**src/dcd_pkg.sv**
```systemverilog
// constants shared by the dual oscillator clock block and its divider
// assumes one 100 MHz system clock that oversamples both oscillators
package dcd_pkg;
    localparam int DCD_SYS_CLK_HZ = 100_000_000;
    localparam int DCD_HI_OSC_MAX_HZ = 10_000_000;
    localparam int DCD_LO_OSC_HZ = 32_768;
    // core clock is twice the oscillator rate
    localparam int DCD_MCLK_MULT = 2;
    // core clock periods per instruction cycle
    localparam int DCD_INSTR_DIV = 10;
    // target oscillator rising edges seen before execution moves onto it
    localparam int DCD_SETTLE_EDGES = 16;
    localparam int DCD_SETTLE_W = 5;
    // pin indices of the shared low speed oscillator port pins
    localparam int DCD_PIN_LO_IN = 0;
    localparam int DCD_PIN_LO_OUT = 1;
    localparam logic DCD_HI_ON_RST = 1'b1;
    localparam logic DCD_SEL_LOW_RST = 1'b0;

    // gray codes along hi -> to_lo -> lo -> to_hi -> hi
    typedef enum logic [1:0] {
        DCD_HI_RUN = 2'b00,
        DCD_TO_LO = 2'b01,
        DCD_LO_RUN = 2'b11,
        DCD_TO_HI = 2'b10
    } dcd_state_e;
endpackage

```
**src/dcd_instr_div.sv**
```systemverilog
// divides core clock ticks into instruction cycle ticks
// assumes mclk_tick is a one cycle pulse per core clock period
`timescale 1ns/1ps
`default_nettype none
module dcd_instr_div
    import dcd_pkg::*;
#(
    parameter int DIV = DCD_INSTR_DIV
) (
    // clock and reset
    input wire logic clock,
    input wire logic reset_n,
    // core clock tick in
    input wire logic mclk_tick,
    // instruction cycle out
    output logic instr_tick,
    output logic instr_phase
);
    localparam int CW = $clog2(DIV);
    localparam logic [CW-1:0] LAST = CW'(DIV - 1);
    localparam logic [CW-1:0] HALF = CW'(DIV / 2);

    if (DIV < 2) begin : g_div_check
        $error("instruction divider must be at least 2");
    end

    logic [CW-1:0] count_reg;
    logic [CW-1:0] count_next;
    logic tick_reg;
    logic phase_reg;
    wire at_last = (count_reg == LAST);

    assign count_next = at_last ? '0 : count_reg + 1'b1;

    // one tick per DIV core clock periods
    always_ff @(posedge clock) begin
        if (!reset_n) begin
            count_reg <= '0;
            tick_reg <= 1'b0;
            phase_reg <= 1'b0;
        end else begin
            tick_reg <= mclk_tick & at_last;
            if (mclk_tick) begin
                count_reg <= count_next;
                phase_reg <= (count_next < HALF);
            end
        end
    end

    assign instr_tick = tick_reg;
    assign instr_phase = phase_reg;
endmodule
`default_nettype wire

```
**src/dcd_clock_ctrl.sv**
```systemverilog
// dual oscillator clock control with clock doubler
// assumes oscillator pin levels are already synchronous to clock
`timescale 1ns/1ps
`default_nettype none

// Summary of operation
// - high speed oscillator up to 10 MHz
// - low speed oscillator for 32.768 kHz crystal
// - core clock is twice selected oscillator rate
// - instruction cycle is ten core clock periods
// - software moves execution between oscillators by sequence
// - oscillator not in use may be stopped
// - unused low oscillator pins become bidirectional gpio
// - L0/L1 shared with wakeup; L1 clock out
module dcd_clock_ctrl
    import dcd_pkg::*;
#(
    parameter int SYS_CLK_HZ = DCD_SYS_CLK_HZ,
    parameter int HI_OSC_MAX_HZ = DCD_HI_OSC_MAX_HZ,
    parameter int SETTLE_EDGES = DCD_SETTLE_EDGES
) (
    // clock and reset
    input wire logic clock,
    input wire logic reset_n,
    // high speed oscillator amplifier
    input wire logic hi_osc_in,
    output logic hi_osc_out,
    // shared port pins L0 and L1
    input wire logic [1:0] l_in,
    output logic [1:0] l_out,
    output logic [1:0] l_oe,
    // port logic side of L0 and L1
    input wire logic [1:0] gpio_out,
    input wire logic [1:0] gpio_oe,
    output logic [1:0] gpio_in,
    output logic [1:0] multi_input_wakeup,
    // software control levels
    input wire logic lo_osc_enable,
    input wire logic low_speed_req,
    input wire logic hi_osc_off_req,
    input wire logic lo_osc_off_req,
    input wire logic ckx_out_en,
    // status and clocks out
    output logic low_speed_active,
    output logic hi_osc_running,
    output logic lo_osc_running,
    output logic selected_osc_frequency,
    output logic mclk_tick,
    output logic instr_tick
);
    ////////////////////////////////////////////////////////////////////////
    // the sampled edge pulses need four samples per oscillator period
    if (SYS_CLK_HZ < 4 * HI_OSC_MAX_HZ) begin : g_clk_check
        $error("system clock too slow for high speed oscillator");
    end
    // a single edge is no evidence that a crystal has started
    if (SETTLE_EDGES < 2 || SETTLE_EDGES > 31) begin : g_settle_check
        $error("settle edge count out of range");
    end

    localparam logic [DCD_SETTLE_W-1:0] SETTLE_LAST =
        DCD_SETTLE_W'(SETTLE_EDGES - 1);

    dcd_state_e state_reg;
    dcd_state_e state_next;
    logic [DCD_SETTLE_W-1:0] settle_reg;
    logic hi_prev_reg;
    logic lo_prev_reg;
    logic hi_on_reg;
    logic lo_on_reg;
    logic sel_low_reg;
    logic mclk_reg;
    logic sel_rise_reg;
    logic hi_out_reg;
    logic [1:0] gpio_in_reg;
    logic [1:0] wake_reg;
    logic instr_phase;

    ////////////////////////////////////////////////////////////////////////
    // edge detection on both oscillators
    wire lo_level = l_in[DCD_PIN_LO_IN];
    wire hi_edge = (hi_osc_in ^ hi_prev_reg) & hi_on_reg;
    wire lo_edge = (lo_level ^ lo_prev_reg) & lo_on_reg;
    wire hi_rise = hi_edge & hi_osc_in;
    wire lo_rise = lo_edge & lo_level;
    // both edges of the selected oscillator make a core tick
    wire sel_edge = sel_low_reg ? lo_edge : hi_edge;
    wire sel_rise = sel_low_reg ? lo_rise : hi_rise;

    ////////////////////////////////////////////////////////////////////////
    // transition sequence
    wire in_hi = (state_reg == DCD_HI_RUN);
    wire in_lo = (state_reg == DCD_LO_RUN);
    wire target_rise = (state_reg == DCD_TO_LO) ? lo_rise : hi_rise;
    wire settled = target_rise && (settle_reg == SETTLE_LAST);
    wire to_lo_ok = low_speed_req & lo_osc_enable;

    // switch only once the target oscillator has shown stable edges
    always_comb begin
        state_next = state_reg;
        case (state_reg)
            DCD_HI_RUN: begin
                if (to_lo_ok) state_next = DCD_TO_LO;
            end
            DCD_TO_LO: begin
                if (!to_lo_ok) state_next = DCD_HI_RUN;
                else if (settled) state_next = DCD_LO_RUN;
            end
            DCD_LO_RUN: begin
                if (!to_lo_ok) state_next = DCD_TO_HI;
            end
            DCD_TO_HI: begin
                if (settled) state_next = DCD_HI_RUN;
            end
            default: state_next = DCD_HI_RUN;
        endcase
    end

    // a stop request stops only the idle oscillator, but clearing lo_osc_enable stops the low one in any state; a sequence restarts it
    wire hi_on_next = in_lo ? ~hi_osc_off_req : 1'b1;
    wire lo_on_next = lo_osc_enable & (in_hi ? ~lo_osc_off_req : 1'b1);
    wire sel_low_next = (state_next == DCD_LO_RUN) |
        (state_next == DCD_TO_HI);
    wire in_seq = (state_reg == DCD_TO_LO) | (state_reg == DCD_TO_HI);

    always_ff @(posedge clock) begin
        if (!reset_n) begin
            state_reg <= DCD_HI_RUN;
            settle_reg <= '0;
            hi_on_reg <= DCD_HI_ON_RST;
            lo_on_reg <= 1'b0;
            sel_low_reg <= DCD_SEL_LOW_RST;
        end else begin
            state_reg <= state_next;
            hi_on_reg <= hi_on_next;
            lo_on_reg <= lo_on_next;
            sel_low_reg <= sel_low_next;
            if (!in_seq || state_next != state_reg) settle_reg <= '0;
            else if (target_rise) settle_reg <= settle_reg + 1'b1;
        end
    end

    ////////////////////////////////////////////////////////////////////////
    // doubler, amplifier and pin sampling
    always_ff @(posedge clock) begin
        if (!reset_n) begin
            hi_prev_reg <= 1'b0;
            lo_prev_reg <= 1'b0;
            mclk_reg <= 1'b0;
            sel_rise_reg <= 1'b0;
            hi_out_reg <= 1'b0;
            gpio_in_reg <= 2'h0;
            wake_reg <= 2'h0;
        end else begin
            hi_prev_reg <= hi_osc_in;
            lo_prev_reg <= lo_level;
            mclk_reg <= sel_edge;
            sel_rise_reg <= sel_rise;
            hi_out_reg <= hi_on_reg & ~hi_osc_in;
            gpio_in_reg <= l_in;
            wake_reg <= l_in; // wakeup always sees both pins
        end
    end

    dcd_instr_div #(
        .DIV(DCD_INSTR_DIV)
    ) u_div (
        .clock(clock),
        .reset_n(reset_n),
        .mclk_tick(mclk_reg),
        .instr_tick(instr_tick),
        .instr_phase(instr_phase)
    );

    ////////////////////////////////////////////////////////////////////////
    // L0/L1 sharing: oscillator, clock out or plain port
    wire lo_drive = ~lo_level & lo_on_reg;
    wire l1_osc_out = lo_osc_enable ? lo_drive :
        (ckx_out_en ? instr_phase : gpio_out[DCD_PIN_LO_OUT]);
    wire l1_osc_oe = lo_osc_enable | ckx_out_en | gpio_oe[DCD_PIN_LO_OUT];

    assign l_out = {l1_osc_out, lo_osc_enable ? 1'b0 : gpio_out[0]};
    assign l_oe = {l1_osc_oe, lo_osc_enable ? 1'b0 : gpio_oe[0]};
    assign gpio_in = gpio_in_reg;
    assign multi_input_wakeup = wake_reg;
    assign hi_osc_out = hi_out_reg;
    assign low_speed_active = sel_low_reg;
    assign hi_osc_running = hi_on_reg;
    assign lo_osc_running = lo_on_reg;
    assign selected_osc_frequency = sel_rise_reg;
    assign mclk_tick = mclk_reg;

    // separate count of low rises while waiting, so the check is not
    // just the settle counter compared with itself
    localparam logic [DCD_SETTLE_W-1:0] SETTLE_FULL =
        DCD_SETTLE_W'(SETTLE_EDGES);
    logic [DCD_SETTLE_W-1:0] lo_seen_reg;

    always_ff @(posedge clock) begin
        if (!reset_n || state_reg != DCD_TO_LO) begin
            lo_seen_reg <= '0;
        end else if (lo_rise) begin
            lo_seen_reg <= lo_seen_reg + 1'b1;
        end
    end
endmodule
`default_nettype wire

```
**config.mk**
```make
export PLATFORM = sky130hd
export DESIGN_NAME = dcd_clock_ctrl
export DESIGN_NICKNAME = d
export VERILOG_FILES = /design/src/dcd_pkg.sv /design/src/dcd_instr_div.sv /design/src/dcd_clock_ctrl.sv
export SDC_FILE = /design/constraint.sdc
export NUM_CORES = 1
export LEC_CHECK = 0
export ABC_AREA = 1
export BUFFER_PORTS_ARGS = -buffer_cell sky130_fd_sc_hd__buf_2
export CORE_ASPECT_RATIO = 1.4
export CORE_UTILIZATION = 37
export DETAILED_ROUTE_END_ITERATION = 8
export PLACE_DENSITY = 0.6
export SLEW_MARGIN = 25
export SYNTH_ARGS = -nofsm -noshare
export SYNTH_HDL_FRONTEND = slang
export SYNTH_SLANG_ARGS = --single-unit
```
**constraint.sdc**
```tcl
create_clock -name clock -period 1.5 [get_ports clock]
set_input_delay 0.075 -clock clock [delete_from_list [all_inputs] [get_ports clock]]
set_output_delay 0.075 -clock clock [all_outputs]
set_load 0.05 [all_outputs]
```
# Yosys cells after proc, flatten, opt, wreduce, memory -nomap -nowiden
# Index checks and enable logic that the tools add are counted.
[classes]
eq_ne = 8
mux = 15
bitwise = 20
n_reduce_logical = 6
addsub = 2
n_lt_le_gt_ge = 1
[ops]
columns = ["operator", "n"]
rows = [
  ["2-bit two-way mux", 5],
  ["1-bit bitwise AND", 9],
  ["2-bit equality test (second input constant)", 4],
  ["1-bit two-way mux", 8],
  ["2-bit one-hot mux with 4 select lines", 1],
  ["5-bit by 1-bit adder with 5-bit output (second input constant)", 1],
  ["5-bit by 4-bit equality test with 1-bit output (second input constant)", 1],
  ["1-bit NOT", 5],
  ["4-bit by 1-bit adder with 4-bit output (second input constant)", 1],
  ["4-bit equality test (second input constant)", 1],
  ["4-bit by 3-bit less-than comparator with 1-bit output (second input constant)", 1],
  ["4-bit two-way mux", 1],
  ["1-bit bitwise OR", 4],
  ["2-bit by 1-bit equality test with 1-bit output (second input constant)", 1],
  ["2-bit zero test", 1],
  ["2-bit != test", 1],
  ["2-bit AND reduction", 1],
  ["2-bit OR reduction", 1],
  ["1-bit XOR", 2],
  ["1-bit logical AND", 1],
  ["1-bit zero test", 1],
  ["1-bit logical OR", 1],
]
[totals]
wordCells = 66
input_bits = 14
reg_bits = 23

# Depth between registers and ports, before layout
[logic_depth]
depth_word = 11
ltp_mapped = 14

# Cells and area by module
# A second synthesis with hierarchy kept.
[hier_totals]
cells_unflattened = 157
area_unflattened_um2 = 1183.6
[by_module_without_submodules]
columns = ["mod", "cells_per_inst", "area_per_inst_um2", "n_inst", "seq_area_each_um2"]
rows = [
  ["dcd_clock_ctrl", 121, 912.1, 1, 300.3],
  ["dcd_instr_div", 36, 271.5, 1, 120.1],
]

# Least setup slack after synthesis
# OpenSTA, ideal clock, no wires.
[synth_path]
kind = "reg-to-reg"
startpoint = "reg hi_on_reg, in the netlist hi_osc_running"
endpoint = "reg settle_reg[0]"
t_arrival_ns = 1.479
stages_incl_launch_ff = 12
period_less_slack_ns = 1.595
setup_slack_ns = -0.095
setup_time_ns = 0.116
n_path_buf = 0
cell_sequence = "dfxtp_1 > nand3_1 > nand2_2 > nand3_2 > nand2_2 > nand2_1 > nand2_1 > nand2_2 > nand3_1 > nand2_2 > nand2_4 > nor2_2"
[synth_between]
elab_chain_cells = 10
word_cells_on_any_way = 11
cone_classes = "eq/ne (1); mux (5); bitwise (2); reduce/logical (3)"
[synth_lines]
columns = ["item", "line_no", "rtl"]
rows = [
  ["from (decl)", "dcd_clock_ctrl.sv:69", "logic hi_on_reg;"],
  ["from (signal assigned)", "dcd_clock_ctrl.sv:135", "hi_on_reg <= hi_on_next;"],
  ["1-bit bitwise AND *", "dcd_clock_ctrl.sv:82", "wire hi_edge = (hi_osc_in ^ hi_prev_reg) & hi_on_reg;"],
  ["1-bit bitwise AND *", "dcd_clock_ctrl.sv:84", "wire hi_rise = hi_edge & hi_osc_in;"],
  ["1-bit two-way mux *", "dcd_clock_ctrl.sv:94", "wire target_rise = (state_reg == DCD_TO_LO) ? lo_rise : hi_rise;"],
  ["1-bit logical AND", "dcd_clock_ctrl.sv:95", "wire settled = target_rise && (settle_reg == SETTLE_LAST);"],
  ["2-bit two-way mux", "dcd_clock_ctrl.sv:107", "else if (settled) state_next = DCD_LO_RUN;"],
  ["2-bit two-way mux", "dcd_clock_ctrl.sv:106", "if (!to_lo_ok) state_next = DCD_HI_RUN;"],
  ["2-bit one-hot mux with 4 select lines", "dcd_clock_ctrl.sv:101", "case (state_reg)"],
  ["2-bit != test", "dcd_clock_ctrl.sv:138", "if (!in_seq || state_next != state_reg) settle_reg <= '0;"],
  ["1-bit logical OR", "dcd_clock_ctrl.sv:138", ""],
  ["2-bit OR reduction (no line)", "--", ""],
  ["to (signal assigned)", "dcd_clock_ctrl.sv:139", "else if (target_rise) settle_reg <= settle_reg + 1'b1;"],
  ["to (decl)", "dcd_clock_ctrl.sv:66", "logic [DCD_SETTLE_W-1:0] settle_reg;"],
]
# Every way passes the cells marked *; elsewhere a longest branch is shown, timed or not.
# A chain may end at the register's enable or synchronous reset.

# Worst setup path in the final report
[layout_path]
startpoint = "reg settle_reg[1]"
endpoint = "reg settle_reg[3]"
[layout_between]
elab_chain_cells = 8
word_cells_on_any_way = 10
cone_classes = "add/sub (1); eq/ne (2); mux (4); reduce/logical (3)"
[layout_lines]
columns = ["item", "line_no"]
rows = [
  ["5-bit by 4-bit equality test with 1-bit output", "dcd_clock_ctrl.sv:95"],
  ["1-bit logical AND", "dcd_clock_ctrl.sv:95"],
  ["2-bit two-way mux", "dcd_clock_ctrl.sv:107"],
  ["2-bit two-way mux", "dcd_clock_ctrl.sv:106"],
  ["2-bit one-hot mux with 4 select lines", "dcd_clock_ctrl.sv:101"],
  ["2-bit != test", "dcd_clock_ctrl.sv:138"],
  ["1-bit logical OR", "dcd_clock_ctrl.sv:138"],
  ["2-bit OR reduction (no line)", "--"],
]
# Several ways; a longest one is shown, not always the timed one.

==> impl_metrics.env <==
export IMPL_status="complete, but fails checks"
export IMPL_failed_checks="setup timing"
export IMPL_largest_reg_flops=5
export IMPL_gp_congestion=0.786
export IMPL_synth_seq_cells=22
export IMPL_cts_tree="yes"
export IMPL_pre_cts_ws_ns=-0.115
export IMPL_n_antenna_cell=0
export IMPL_clock_path_buffers=2
export IMPL_path_cells="ha_4 -> and3_4 -> ha_4 -> nand3_4 -> nand2_4 -> nand2_2 -> nand2_2 -> nand2_2 -> nand2_2 -> nand2_2 -> nand2_2 -> nand2_4 -> nor2_2"
export IMPL_grt_pass1_wl_mm=4.23
export IMPL_nNetsFinal=225
export IMPL_design_area_um2=1540
export IMPL_drt_iter0_markers=14
export IMPL_slowest_stage="dfxtp_2"
export IMPL_hold_path_class="primary input to flip-flop"
export IMPL_synth_cell_area_um2=1180
export IMPL_finalCritPeriodShare=1.06
export IMPL_hold_path_depth=2
export IMPL_start_util=0.400
export IMPL_synthToLayoutAreaGrowth_pct=29.8
export IMPL_finClkSkew_ns=0.00124
export IMPL_peakVddDrop_mv=0.730
export IMPL_synthTopCellsByArea="dfxtp_1 37%, nand2_1 10%, inv_1 9.2%"
export IMPL_cpMostUsedCell="nand2_2"
export IMPL_wl_per_cell_um=10.5
export IMPL_final_layout_size_suffix_gt1_frac=0.360
export IMPL_min_period_ns=1.59
export IMPL_io_pin_count=29
export IMPL_path_buf_inv=0
export IMPL_grt_start_max_net_pins=13
export IMPL_path_delay_family="simple AND/OR/NAND/NOR gates"
export IMPL_critPathMaxFanout=5
export IMPL_hold_violations=0
export IMPL_rrSetupSlack_ns=-0.09
export IMPL_numCtsBuffers=3
export IMPL_synth_top_cell_area_share=0.372
export IMPL_yosysWarnings=0
export IMPL_synth_cells=166
export IMPL_r2r_start="settle_reg[1]$_SDFFE_PP0P_"
export IMPL_start_kind="flip-flop"
export IMPL_grt_overflow=0
export IMPL_synth_cell_types=23
export IMPL_path_class="flip-flop to flip-flop"
export IMPL_end_kind="flip-flop"
export IMPL_port_buffers=28
export IMPL_hold_end="hi_osc_out$_SDFF_PN0_"
export IMPL_rsz0062_at_grt="true"
export IMPL_min_delay_start="hi_osc_in"
export IMPL_drc=0
export IMPL_maxSlewHeadroom=0.772
export IMPL_ant_nets=0
export IMPL_die_h_um=69.0
export IMPL_rows=23
export IMPL_antenna_found_initial=0
export IMPL_die_area_um2=3440
export IMPL_drt_wl_total_mm=2.52
export IMPL_dpl_cell_area_um2=1410
export IMPL_avgSynthCellArea_um2=7.14
export IMPL_final_core_util=0.519
export IMPL_seq_area_frac_synth=0.372
export IMPL_htree_levels=1
export IMPL_critPathArrivalTime_ns=1.75
export IMPL_required_ns=1.66
export IMPL_post_dp_hpwl_mm=2.05
export IMPL_maxCapViolations=0
export IMPL_syn_nets=187
export IMPL_layout_setup_ws_ns=-0.0889
export IMPL_cts_root_buf="clkbuf_8"
export IMPL_fin_tns_setup_ns=-0.419
export IMPL_leakage_nw=0.754
export IMPL_setup_viol=5
export IMPL_cts_clk_slew_worst_paths_ns=0.08
export IMPL_cts_sinks=22
export IMPL_timing_rr_end="settle_reg[3]$_SDFFE_PP0P_"
export IMPL_powerDensity_nw_per_um2=1520
export IMPL_reg2regPathDepth=13
export IMPL_track_usage=0.165
export IMPL_core_region_area_um2=2960
export IMPL_drv_slew=0
export IMPL_vias=1088
export IMPL_dr_pass1_iters=4
export IMPL_die_w_um=49.8
export IMPL_critPathMaxStageDelay_ns=0.34
export IMPL_tightest_slew_ns=0.339
export IMPL_yosys_area_top_type="dfxtp_1"
export IMPL_clk_latency_ns=0.26
export IMPL_timing_fmax_mhz=629
export IMPL_routed_via_density=4.53
export IMPL_grt_pass1_vias=1044
-- how the worst max path moves through the flow --
stage                     depth (start not counted)                  startpoint                    endpoint
final                                            13  settle_reg[1]$_SDFFE_PP0P_  settle_reg[3]$_SDFFE_PP0P_
after global routing                             13  settle_reg[1]$_SDFFE_PP0P_  settle_reg[1]$_SDFFE_PP0P_
after CTS                                        13  settle_reg[1]$_SDFFE_PP0P_  settle_reg[1]$_SDFFE_PP0P_
after detailed placement                         13     state_reg[0]$_SDFF_PN0_  settle_reg[1]$_SDFFE_PP0P_
after global placement                           13  settle_reg[1]$_SDFFE_PP0P_  settle_reg[0]$_SDFFE_PP0P_
after floorplan                                  13  settle_reg[1]$_SDFFE_PP0P_  settle_reg[0]$_SDFFE_PP0P_
-- metrics by stage --
step,hold slack (ns),total power (W),std cells
after CTS,0.0114,0.00232,240
after detailed placement,0.258,0.00187,232
after global routing,0.0191,0.00250,240
final,0.0145,0.00234,240
after global placement,0.256,0.00184,232
after floorplan,0.147,0.00155,166
-- cells by family after synthesis --
kind of cell,synth area share
and+or+nand+nor,0.328
buffers and inverters,0.133
DFF,0.372
AOI/OAI and AO/OA,0.0633
adders and majority gates,0.0739
xor gates and xnor gates,0.0296
-- report_power, final --
| group | switching [W] | total, W | internal, W |
|---|---|---|---|
| Clock | 0.000184 | 0.000418 | 0.000234 |
| Sequential | 0.0000775 | 0.000759 | 0.000682 |
| Combinational | 0.000744 | 0.00116 | 0.000417 |
-- placed cells by master, fill, tap and decap left out, types with 2 or more instances in the layout --
cell type | synthesis | final
a21oi_1 | 3 | 3
nand2_1 | 32 | 29
dfxtp_1 | 22 | 16
xnor2_1 | 2 | 2
nand2_2 | 7 | 9
o21ai_0 | 9 | 8
nor3_1 | 2 | 2
a211oi_1 | 2 | 2
nand4_1 | 5 | 5
nand3_1 | 7 | 7
nand2_4 | 1 | 2
nor2_1 | 18 | 17
xor2_1 | 2 | 2
buf_2 | 0 | 28
inv_1 | 29 | 28
or2_2 | 2 | 2
buf_4 | 5 | 8
dlygate4sd3_1 | 0 | 3
dfxtp_2 | 0 | 6
inv_2 | 1 | 2
clkbuf_8 | 0 | 4
ha_4 | 0 | 2
nor2_2 | 5 | 6
ha_1 | 7 | 4
-- cell type report --
cell class	count	area, um2
well taps	37	46.3
fillers	303	1430
inverters	31	116
clock buffers	4	55.1
flip-flops and latches	22	448
multi-input cells	107	642
repair buffers	39	230
-- worst reg2reg max path, delay by kind of cell, from the launching register on --
family | cells | cell delay [ns]
fa+ha+maj | 2 | 0.32
flops | 1 | 0.34
simple gates | 11 | 0.83
-- layer usage --
metal / up-vias / global-route usage / share of wire
li1: 582 / - / -
met4: 0 / 0.0643 / 0.015
met5: - / 0 / 0
met1: 489 / 0.150 / 0.37
met3: 5 / 0.0197 / 0.017
met2: 12 / 0.360 / 0.60
-- Yosys cell counts --
cell / n
or2_2: 2
clkinv_1: 1
and3_1: 1
nor2_1: 18
a211oi_1: 2
nand3_1: 7
nor2_2: 5
dfxtp_1: 22
nand2_4: 1
nand2_1: 32
a21oi_1: 3
ha_1: 7
buf_4: 5
nand2_2: 7
o21ai_0: 9
inv_2: 1
xnor2_1: 2
xor2_1: 2
nor3_1: 2
nand4_1: 5
nand3_2: 2
clkbuf_1: 1
inv_1: 29
-- what timing repair did --
action	in CTS	in global routing
endpoints found under the hold margin	3	0
hold buffers	3	0
gates cloned	0	0
setup buffers	1	0
gates resized for setup	3	6
pin swaps	7	4
endpoints found under the setup margin	7	7
Power figures use the tool's default switching activity.
